==> src/cell_group_defines.vh <==
// Constants for the sixteen-cell logic block: register map, fields, reset values
//
// Overview of operation
// - Each cell has a four-input table realising any function of four inputs.
// - Cell storage behaves as D, T, JK or SR flip-flop by configuration.
// - Storage has data, clock, clock enable and clear inputs.
// - Combinational use: table result bypasses storage straight to the outputs.
// - Three general outputs, each separately selecting table result or stored value.
// - Two outputs feed row, column and direct routing; one feeds local routing.
// - In packing mode the block-wide synchronous load does not reach that cell.
// - Feedback mode routes the stored value back into the cell's own table.
// - A cell can show registered and unregistered table result at once.
// - A dedicated chain output lets storage elements cascade as a shift register.
// - Each cell's carry output drives the next cell's carry input.
// - Carry continues across blocks through block carry input and output.
// - A block groups exactly sixteen cells sharing the block control lines.
// - Clock enable comes from pins or logic; clock and clear also globally.
// - Block synchronous clear and load act on every enabled storage element, clear winning over load; load skips packed cells.
// - Deasserted block clock enable stops every storage element using that clock; block clear and chip-wide clear still act while it is low.
// - Enabled chip-wide clear clears all storage and overrides every other control.
`ifndef CELL_GROUP_DEFINES_VH
`define CELL_GROUP_DEFINES_VH

// ----------------------------------------------------------------
// Register byte offsets
// ----------------------------------------------------------------
`define OFS_CTRL 12'h000
`define OFS_STATUS 12'h004
`define OFS_Q_VEC 12'h008
`define OFS_LUT_VEC 12'h00C
`define OFS_CFG_BASE 12'h040
`define CFG_PAGE 6'h01

// ----------------------------------------------------------------
// Block control register fields and reset value
// ----------------------------------------------------------------
`define CTRL_CHIP_CLR_EN 0
`define CTRL_ENA0_SRC 1
`define CTRL_ENA1_SRC 2
`define CTRL_RST 32'h00000001

// ----------------------------------------------------------------
// Per-cell configuration word fields
// ----------------------------------------------------------------
`define CFG_LUT_LSB 0
`define CFG_LUT_MSB 15
`define CFG_MODE_LSB 16
`define CFG_MODE_MSB 17
`define CFG_OSEL_LSB 18
`define CFG_OSEL_MSB 20
`define CFG_PACK 21
`define CFG_FBK 22
`define CFG_CLKSEL 23
`define CFG_CLRSEL 24
`define CFG_DSEL_LSB 25
`define CFG_DSEL_MSB 26
`define CFG_CINSEL 27
`define CFG_CLREN 28
`define CFG_RST 32'h00000000

// ----------------------------------------------------------------
// Storage modes, data sources, pin filter depth
// ----------------------------------------------------------------
`define MODE_D 2'h0
`define MODE_T 2'h1
`define MODE_JK 2'h2
`define MODE_SR 2'h3
`define DSEL_LUT 2'h0
`define DSEL_CHAIN 2'h1
`define DSEL_DIRECT 2'h2
`define SYNC_STAGES 3

`endif

==> src/cell_group_block.v <==
// Sixteen-cell logic block with shared controls and an APB configuration slave
`timescale 1ns/1ps
`include "cell_group_defines.vh"

module cell_group_block #(
  parameter CELLS = 16,
  parameter IDX_W = 4,
  parameter ADDR_W = 12
) (
  input wire sys_clk_i,
  input wire rst_i,
  input wire psel_i,
  input wire penable_i,
  input wire pwrite_i,
  input wire [ADDR_W-1:0] paddr_i,
  input wire [31:0] pwdata_i,
  output reg [31:0] prdata_o,
  output reg pready_o,
  output reg pslverr_o,
  input wire [4*CELLS-1:0] data_i,
  input wire cin_i,
  input wire chain_i,
  input wire [1:0] ena_pin_i,
  input wire [1:0] ena_int_i,
  input wire [1:0] blk_clr_i,
  input wire chip_wide_clear_pin_n_i,
  input wire sclr_i,
  input wire sload_i,
  output reg [CELLS-1:0] route_a_o,
  output reg [CELLS-1:0] route_b_o,
  output reg [CELLS-1:0] local_o,
  output reg chain_o,
  output reg cout_o
);

  // ----------------------------------------------------------------
  // Decoding helpers
  // ----------------------------------------------------------------
  function is_cfg_addr;
    input [ADDR_W-1:0] a;
    begin
      is_cfg_addr = (a[ADDR_W-1:6] == `CFG_PAGE) && (a[1:0] == 2'h0);
    end
  endfunction

  function is_mapped;
    input [ADDR_W-1:0] a;
    input wr;
    begin
      is_mapped = is_cfg_addr(a) || (a == `OFS_CTRL) ||
                  (!wr && ((a == `OFS_STATUS) || (a == `OFS_Q_VEC) || (a == `OFS_LUT_VEC)));
    end
  endfunction

  // ----------------------------------------------------------------
  // Pin filters: three stages, a change counts when stages two and three agree
  // ----------------------------------------------------------------
  wire [2:0] pin_raw = {ena_pin_i, chip_wide_clear_pin_n_i};
  reg [2:0] pin_s1;
  reg [2:0] pin_s2;
  reg [2:0] pin_s3;
  reg [2:0] pin_filt;

  genvar p;
  generate
    for (p = 0; p < 3; p = p + 1) begin : g_pin
      always @(posedge sys_clk_i) begin
        if (rst_i) begin
          pin_s1[p] <= (p == 0) ? 1'b1 : 1'b0;
          pin_s2[p] <= (p == 0) ? 1'b1 : 1'b0;
          pin_s3[p] <= (p == 0) ? 1'b1 : 1'b0;
          pin_filt[p] <= (p == 0) ? 1'b1 : 1'b0;
        end else begin
          pin_s1[p] <= pin_raw[p];
          pin_s2[p] <= pin_s1[p];
          pin_s3[p] <= pin_s2[p];
          if (pin_s2[p] == pin_s3[p]) begin
            pin_filt[p] <= pin_s3[p];
          end
        end
      end
    end
  endgenerate

  // ----------------------------------------------------------------
  // Block control register and shared control lines
  // ----------------------------------------------------------------
  reg [31:0] ctrl;
  wire chip_clr = ctrl[`CTRL_CHIP_CLR_EN] & ~pin_filt[0];
  // Enable source per block clock: filtered pin or internal logic
  wire ena0 = ctrl[`CTRL_ENA0_SRC] ? ena_int_i[0] : pin_filt[1];
  wire ena1 = ctrl[`CTRL_ENA1_SRC] ? ena_int_i[1] : pin_filt[2];
  wire [1:0] blk_ena = {ena1, ena0};

  // ----------------------------------------------------------------
  // APB slave
  // ----------------------------------------------------------------
  wire access = psel_i & penable_i;
  wire first_access = access & ~pready_o;
  wire commit = access & pready_o;
  wire mapped = is_mapped(paddr_i, pwrite_i);
  wire cfg_hit = is_cfg_addr(paddr_i);
  wire cfg_wr = commit & pwrite_i & cfg_hit;
  wire ctrl_wr = commit & pwrite_i & (paddr_i == `OFS_CTRL);
  wire [31:0] cfg_rd;
  wire [32*CELLS-1:0] cfg_all;
  wire [CELLS-1:0] q_vec;
  wire [CELLS-1:0] lut_vec;
  reg [31:0] next_prdata;

  always @(posedge sys_clk_i) begin
    if (rst_i) begin
      ctrl <= `CTRL_RST;
    end else if (ctrl_wr) begin
      ctrl <= {29'h00000000, pwdata_i[2:0]};
    end
  end

  // Config store read data is registered, hence the one wait state on every access
  always @* begin
    next_prdata = 32'h00000000;
    if (!pwrite_i) begin
      if (cfg_hit) begin
        next_prdata = cfg_rd;
      end else if (paddr_i == `OFS_CTRL) begin
        next_prdata = ctrl;
      end else if (paddr_i == `OFS_STATUS) begin
        next_prdata = {28'h0000000, blk_ena, ~pin_filt[0], chip_clr};
      end else if (paddr_i == `OFS_Q_VEC) begin
        next_prdata = {{(32-CELLS){1'b0}}, q_vec};
      end else if (paddr_i == `OFS_LUT_VEC) begin
        next_prdata = {{(32-CELLS){1'b0}}, lut_vec};
      end
    end
  end

  always @(posedge sys_clk_i) begin
    if (rst_i) begin
      pready_o <= 1'b0;
      pslverr_o <= 1'b0;
      prdata_o <= 32'h00000000;
    end else begin
      pready_o <= first_access;
      if (first_access) begin
        pslverr_o <= ~mapped;
        prdata_o <= next_prdata;
      end else if (commit) begin
        pslverr_o <= 1'b0;
        prdata_o <= 32'h00000000;
      end
    end
  end

  cfg_store #(
    .WORDS(CELLS),
    .IDX_W(IDX_W)
  ) u_cfg (
    .sys_clk_i(sys_clk_i),
    .rst_i(rst_i),
    .wr_en_i(cfg_wr),
    .wr_idx_i(paddr_i[IDX_W+1:2]),
    .wr_data_i(pwdata_i),
    .rd_idx_i(paddr_i[IDX_W+1:2]),
    .rd_data_o(cfg_rd),
    .all_o(cfg_all)
  );

  // ----------------------------------------------------------------
  // Cell array with carry and register chains
  // ----------------------------------------------------------------
  wire [CELLS:0] carry;
  wire [CELLS:0] chain;
  wire [CELLS-1:0] ra;
  wire [CELLS-1:0] rb;
  wire [CELLS-1:0] lo;

  assign carry[0] = cin_i;
  assign chain[0] = chain_i;

  genvar c;
  generate
    for (c = 0; c < CELLS; c = c + 1) begin : g_cell
      logic_cell u_cell (
        .sys_clk_i(sys_clk_i),
        .rst_i(rst_i),
        .cfg_i(cfg_all[32*c +: 32]),
        .data_i(data_i[4*c +: 4]),
        .cin_i(carry[c]),
        .chain_i(chain[c]),
        .ena_i(blk_ena),
        .blk_clr_i(blk_clr_i),
        .chip_clr_i(chip_clr),
        .sclr_i(sclr_i),
        .sload_i(sload_i),
        .route_a_o(ra[c]),
        .route_b_o(rb[c]),
        .local_o(lo[c]),
        .chain_o(chain[c+1]),
        .cout_o(carry[c+1]),
        .q_o(q_vec[c]),
        .lut_o(lut_vec[c])
      );
    end
  endgenerate

  // ----------------------------------------------------------------
  // Output stage
  // ----------------------------------------------------------------
  // Block outputs are flopped once more, so combinational paths appear a cycle late
  always @(posedge sys_clk_i) begin
    if (rst_i) begin
      route_a_o <= {CELLS{1'b0}};
      route_b_o <= {CELLS{1'b0}};
      local_o <= {CELLS{1'b0}};
      chain_o <= 1'b0;
      cout_o <= 1'b0;
    end else begin
      route_a_o <= ra;
      route_b_o <= rb;
      local_o <= lo;
      chain_o <= chain[CELLS];
      cout_o <= carry[CELLS];
    end
  end

endmodule // cell_group_block

==> src/cfg_store.v <==
// Configuration word store for all cells of the block
`timescale 1ns/1ps
`include "cell_group_defines.vh"

module cfg_store #(
  parameter WORDS = 16,
  parameter IDX_W = 4
) (
  input wire sys_clk_i,
  input wire rst_i,
  input wire wr_en_i,
  input wire [IDX_W-1:0] wr_idx_i,
  input wire [31:0] wr_data_i,
  input wire [IDX_W-1:0] rd_idx_i,
  output reg [31:0] rd_data_o,
  output wire [32*WORDS-1:0] all_o
);

  reg [31:0] mem [0:WORDS-1];
  integer i;

  // Every word is also presented in parallel, since all cells run at once
  genvar g;
  generate
    for (g = 0; g < WORDS; g = g + 1) begin : g_flat
      assign all_o[32*g +: 32] = mem[g];
    end
  endgenerate

  always @(posedge sys_clk_i) begin
    if (rst_i) begin
      for (i = 0; i < WORDS; i = i + 1) begin
        mem[i] <= `CFG_RST;
      end
      rd_data_o <= 32'h00000000;
    end else begin
      if (wr_en_i) begin
        mem[wr_idx_i] <= wr_data_i;
      end
      rd_data_o <= mem[rd_idx_i];
    end
  end

endmodule // cfg_store

==> src/logic_cell.v <==
// One programmable logic cell: four-input table, configurable storage, chains
`timescale 1ns/1ps
`include "cell_group_defines.vh"

module logic_cell (
  input wire sys_clk_i,
  input wire rst_i,
  input wire [31:0] cfg_i,
  input wire [3:0] data_i,
  input wire cin_i,
  input wire chain_i,
  input wire [1:0] ena_i,
  input wire [1:0] blk_clr_i,
  input wire chip_clr_i,
  input wire sclr_i,
  input wire sload_i,
  output wire route_a_o,
  output wire route_b_o,
  output wire local_o,
  output wire chain_o,
  output wire cout_o,
  output wire q_o,
  output wire lut_o
);

  reg q;
  reg d_src;
  wire [15:0] lut_mask = cfg_i[`CFG_LUT_MSB:`CFG_LUT_LSB];
  wire [1:0] mode = cfg_i[`CFG_MODE_MSB:`CFG_MODE_LSB];
  wire [2:0] osel = cfg_i[`CFG_OSEL_MSB:`CFG_OSEL_LSB];
  wire [1:0] dsel = cfg_i[`CFG_DSEL_MSB:`CFG_DSEL_LSB];
  wire top_in = cfg_i[`CFG_FBK] ? q : (cfg_i[`CFG_CINSEL] ? cin_i : data_i[3]);
  wire [3:0] lut_idx = {top_in, data_i[2:0]};
  wire lut_out = lut_mask[lut_idx];
  wire ena = ena_i[cfg_i[`CFG_CLKSEL]];
  wire clr = cfg_i[`CFG_CLREN] & blk_clr_i[cfg_i[`CFG_CLRSEL]];
  wire load_ok = sload_i & ~cfg_i[`CFG_PACK];
  // Second operand for JK (K) and SR (R) modes
  wire k_in = data_i[3];

  always @* begin
    case (dsel)
      `DSEL_CHAIN: d_src = chain_i;
      `DSEL_DIRECT: d_src = data_i[2];
      default: d_src = lut_out;
    endcase
  end

  always @(posedge sys_clk_i) begin
    if (rst_i) begin
      q <= 1'b0;
    end else if (chip_clr_i) begin
      q <= 1'b0;
    end else if (clr) begin
      q <= 1'b0;
    end else if (ena) begin
      if (sclr_i) begin
        q <= 1'b0;
      end else if (load_ok) begin
        q <= data_i[2];
      end else begin
        case (mode)
          `MODE_T: q <= q ^ d_src;
          `MODE_JK: q <= (d_src & ~q) | (~k_in & q);
          `MODE_SR: q <= k_in ? 1'b0 : (d_src ? 1'b1 : q);
          default: q <= d_src;
        endcase
      end
    end
  end

  // Each output picks table or storage on its own
  assign route_a_o = osel[0] ? q : lut_out;
  assign route_b_o = osel[1] ? q : lut_out;
  assign local_o = osel[2] ? q : lut_out;
  assign chain_o = q;
  assign cout_o = (data_i[0] & data_i[1]) | (cin_i & (data_i[0] ^ data_i[1]));
  assign q_o = q;
  assign lut_o = lut_out;

endmodule // logic_cell

==> config.mk <==
export PLATFORM = sky130hd
export DESIGN_NAME = cell_group_block
export DESIGN_NICKNAME = d
export VERILOG_FILES = /design/src/cell_group_block.v /design/src/cfg_store.v /design/src/logic_cell.v
export VERILOG_INCLUDE_DIRS = /design/src
export SDC_FILE = /design/constraint.sdc
export NUM_CORES = 1
export LEC_CHECK = 0
export BUFFER_PORTS_ARGS = -buffer_cell sky130_fd_sc_hd__buf_2
export CORE_ASPECT_RATIO = 1.25
export CORE_MARGIN = 2
export CORE_UTILIZATION = 23
export CTS_BUF_LIST = sky130_fd_sc_hd__clkbuf_8 sky130_fd_sc_hd__clkbuf_16
export DETAILED_ROUTE_END_ITERATION = 10
export GPL_ROUTABILITY_DRIVEN = 0
export PLACE_DENSITY = 0.38
export SYNTH_ARGS = -nofsm -noshare
export SYNTH_HDL_FRONTEND = slang
export SYNTH_SLANG_ARGS = --single-unit
==> constraint.sdc <==
create_clock -name sys_clk_i -period 2.8 [get_ports sys_clk_i]
set_input_delay 0.28 -clock sys_clk_i [delete_from_list [all_inputs] [get_ports sys_clk_i]]
set_output_delay 0.28 -clock sys_clk_i [all_outputs]
set_load 0.01 [all_outputs]
==> results.toml <==
[status]
status = "finished, violations left"
violations = "negative setup slack"

[place]
port-buffer-count = 207
dp.final_hpwl_um = 109800
dp_cells = 4772

[pwr]
leakage_nw = 15.82
p_sw_mw = 6.147
switching_share_pct = 25.91
irDropWorstVdd_mv = 0.3664
power.total_mw = 23.72
internal_power_mw = 17.57
power_density_nw_per_um2 = 566.4
pwr-share-comb_pct = 12.7
pwr-share-seq_pct = 46.7
clockPowerShare_pct = 40.6

[layout]
final_nets = 3123
final_layout_size_suffix_gt1_share_pct = 30.64
area_growth_pct = 24.09
n_fill_cell = 14900
stdcell_count = 4922

[synth]
synth-edff-count = 512
synth_top_family_by_area = "multiplexers"
synthFlopType = "edfxtp_1"
syn-instance-count = 2568
synth_fa_ha_area_share_pct = 1.957
synth_simple_gate_area_share_pct = 16.00
ys_seq_area_share_pct = 54.27
ys_warn_count = 0
syn_area_um2 = 33750
synthArstFlopShare_pct = 0
synthXorXnorAreaFrac_pct = 0.05190
synth_mux_area_share_pct = 17.82
ys_seq_elements = 659
synth-compound-area-share_pct = 7.207
synth_area_per_cell_um2 = 13.14
synthesis.nets = 2740
synth.distinct_cells = 83

[die]
die_h_um = 432.3
core_um2 = 146200
io_pins = 208
core.rowCount = 157
die_area_um2 = 149800
die_w_um = 346.6
initial_core_util_pct = 23.09

[sta]
finalClockSkew_ns = 0.01539
hold_viol = 0
fin_ws_ns = -0.08912
fin_crit_sh_pct = 103.2
fmax_mhz = 346.1
slew_viol_final = 0
final.min_clock_period_ns = 2.889
worst_slew_pin_slew_ns = 0.8942
max_slew_margin_pct = 40.39
finalSetupViolCount = 1
rsz0062_at_grt = "true"

[routing]
detail-route-antenna-nets = 0
drt-initial-drc-count = 1955
drt_wl_total_um = 138300
wl_per_cell_um = 28.11
vias_per_cell = 4.731
dr_total_vias = 23290
firstDrtPassIters = 8
drc = 0

[global_routing]
grt_pass1_vias = 24070
grt_pass1_wl_um = 192400
overflow = 0
grt.total_usage_pct = 18.29
grt_max_degree = 66
antenna_found_initial = 15

[cts]
tritoncts = "done"
clkSinkCount = 659
clk_path_buf_depth = 3
htreeDepth = 3
cts_root_buffer = "clkbuf_16"
clkTransAtPathRegs_ns = 0.06
numCtsBuffers = 75
clkLatencyLatePin_ns = 0.66

[setup_path]
endpoint_kind = "flop"
crit_path_start_kind = "flop"
worstSetupPathType = "flop to flop"
crit_required_ns = 3.32
arrival_ns = 3.41
path_max_fanout = 3

[hold_path]
hp-class = "input pin to flop"

[flow_run]
max_cap_violations = 0
[worst paths after layout]
path,from,endpoint,slack (ns),cells after the start
worst max-delay path,u_cfg.mem[11][5],g_cell[11].u_cell.chain_o,-0.09,9
worst min-delay path,data_i[2],g_cell[0].u_cell.chain_o,0.12,3
worst max register to register,u_cfg.mem[11][5],g_cell[11].u_cell.chain_o,-0.09,9
worst min register to register,pin_s1[0],pin_s2[0],0.42,1
[stage by stage]
step	area (um2)	TNS (ns)	utilization (%)	setup slack, ns	hold WS [ns]
floorplan	33880	-0.06836	-	-0.06380	0.3838
global placement	39270	-21.29	26.87	-0.7731	0.4177
detailed placement	39270	-23.47	26.87	-0.8261	0.4070
CTS	41690	-0.03291	28.52	-0.03291	0.07668
global route	41870	-0.3280	28.65	-0.2253	0.1342
finish	41880	-0.08912	28.66	-0.08912	0.1155
[layout make-up]
class	instances	area, um2	share of cell area [%]
clock buffer	89	2137	5.103
multi-input combinational	1668	14880	35.54
timing repair buffer	475	3660	8.739
sequential	659	18320	43.74
clock inverter	46	212.7	0.5079
inverter	72	270.3	0.6453
antenna	5	12.51	0.02988
tap	1908	2387	5.700
[per-layer routing]
metal	GRT usage, %	share of wire (%)
met3	2.494	4.4
met1	21.85	40
met2	32.66	51
met4	8.047	4.5
met5	0	0.064
[kinds of logic after synthesis]
kind of cell / Yosys count
simple gates: 970
flops: 659
compound gates: 335
mux: 307
buf+inv: 241
fa+ha+maj: 54
xor+xnor: 2
[cells in the mapped netlist (5+ instances only)]
master       n  area, um2
ha_1        48      600.6
a21o_1       9      67.56
mux2i_1     50      500.5
nand3_1     19      95.09
o21ai_0     54      270.3
clkbuf_1   154      578.1
nor2b_1     47      294.0
mux4_2     230       5180
dfxtp_1    147       2943
nand3b_1     9      67.56
a21oi_1     75      375.4
and2_1     517       3234
a221o_1      7      70.07
a211o_1      5      43.79
o21a_1      11      82.58
a22o_1      10      87.58
inv_1       72      270.3
o211ai_1    10      75.07
a31oi_1     15      93.84
o2111ai_1    7      61.31
a211oi_1    11      82.58
or2_2       25      156.4
a222oi_1    12      120.1
a22oi_1     31      232.7
a221oi_1     9      78.83
buf_1       14      52.55
nor3_1      17      85.08
edfxtp_1   512      15370
nand2_1     90      337.8
o22ai_1      8      50.05
maj3_1       6      60.06
nor2_1     183      686.9
mux2_2      24      270.3
nor3b_1      6      45.04
o31ai_1     10      75.07
nor4_1       8      50.05
nand2b_1    26      162.7
[power by group through the flow]
stage | Sequential, mW | Clock, mW | Combinational, mW
finish | 11.1 | 9.64 | 3.01
global route | 11.1 | 10.2 | 3.18
CTS | 11.1 | 9.90 | 3.03
detailed placement | 11.3 | 0 | 3.01
global placement | 11.3 | 0 | 2.99
floorplan | 11.2 | 0 | 1.37
[sequential cells by signal (all words and copies together) (netlist names), 16 cells and up]
register and count:
u_cfg.mem 512, prdata_o 32, local_o 16, route_a_o 16, u_cfg.rd_data_o 32, g_cell.u_cell.chain_o 16, route_b_o 16
[what timing repair did]
| item | CTS | global route |
|---|---|---|
| gates resized for setup | 5 | 30 |
| hold endpoints to repair | 4 | 0 |
| endpoints found under the setup margin | 5 | 12 |
| gates cloned | 0 | 0 |
| pin swaps | 4 | 12 |
| buffers inserted | 1 | 7 |
| hold buffers | 4 | 0 |
[worst max-delay path, stage by stage, from the launching register on]
cell	delay, ns
edfxtp_1	0.43
mux4_1	0.66
a22oi_1	0.22
and3_1	0.23
o21ai_0	0.14
o211ai_1	0.27
o22ai_2	0.19
o41ai_4	0.29
mux2i_1	0.22
o22ai_1	0.10
[cell usage in the layout (no fill, tap or decap), drive strengths merged, types with 50 or more instances in the layout]
cell type	n
nor2	183
a21oi	78
and2	517
o21ai	54
clkbuf	89
dfxtp	147
inv	91
nand2	90
edfxtp	512
mux2i	50
buf	471
mux4	232
Note: power is estimated with default switching activity, not from simulation.
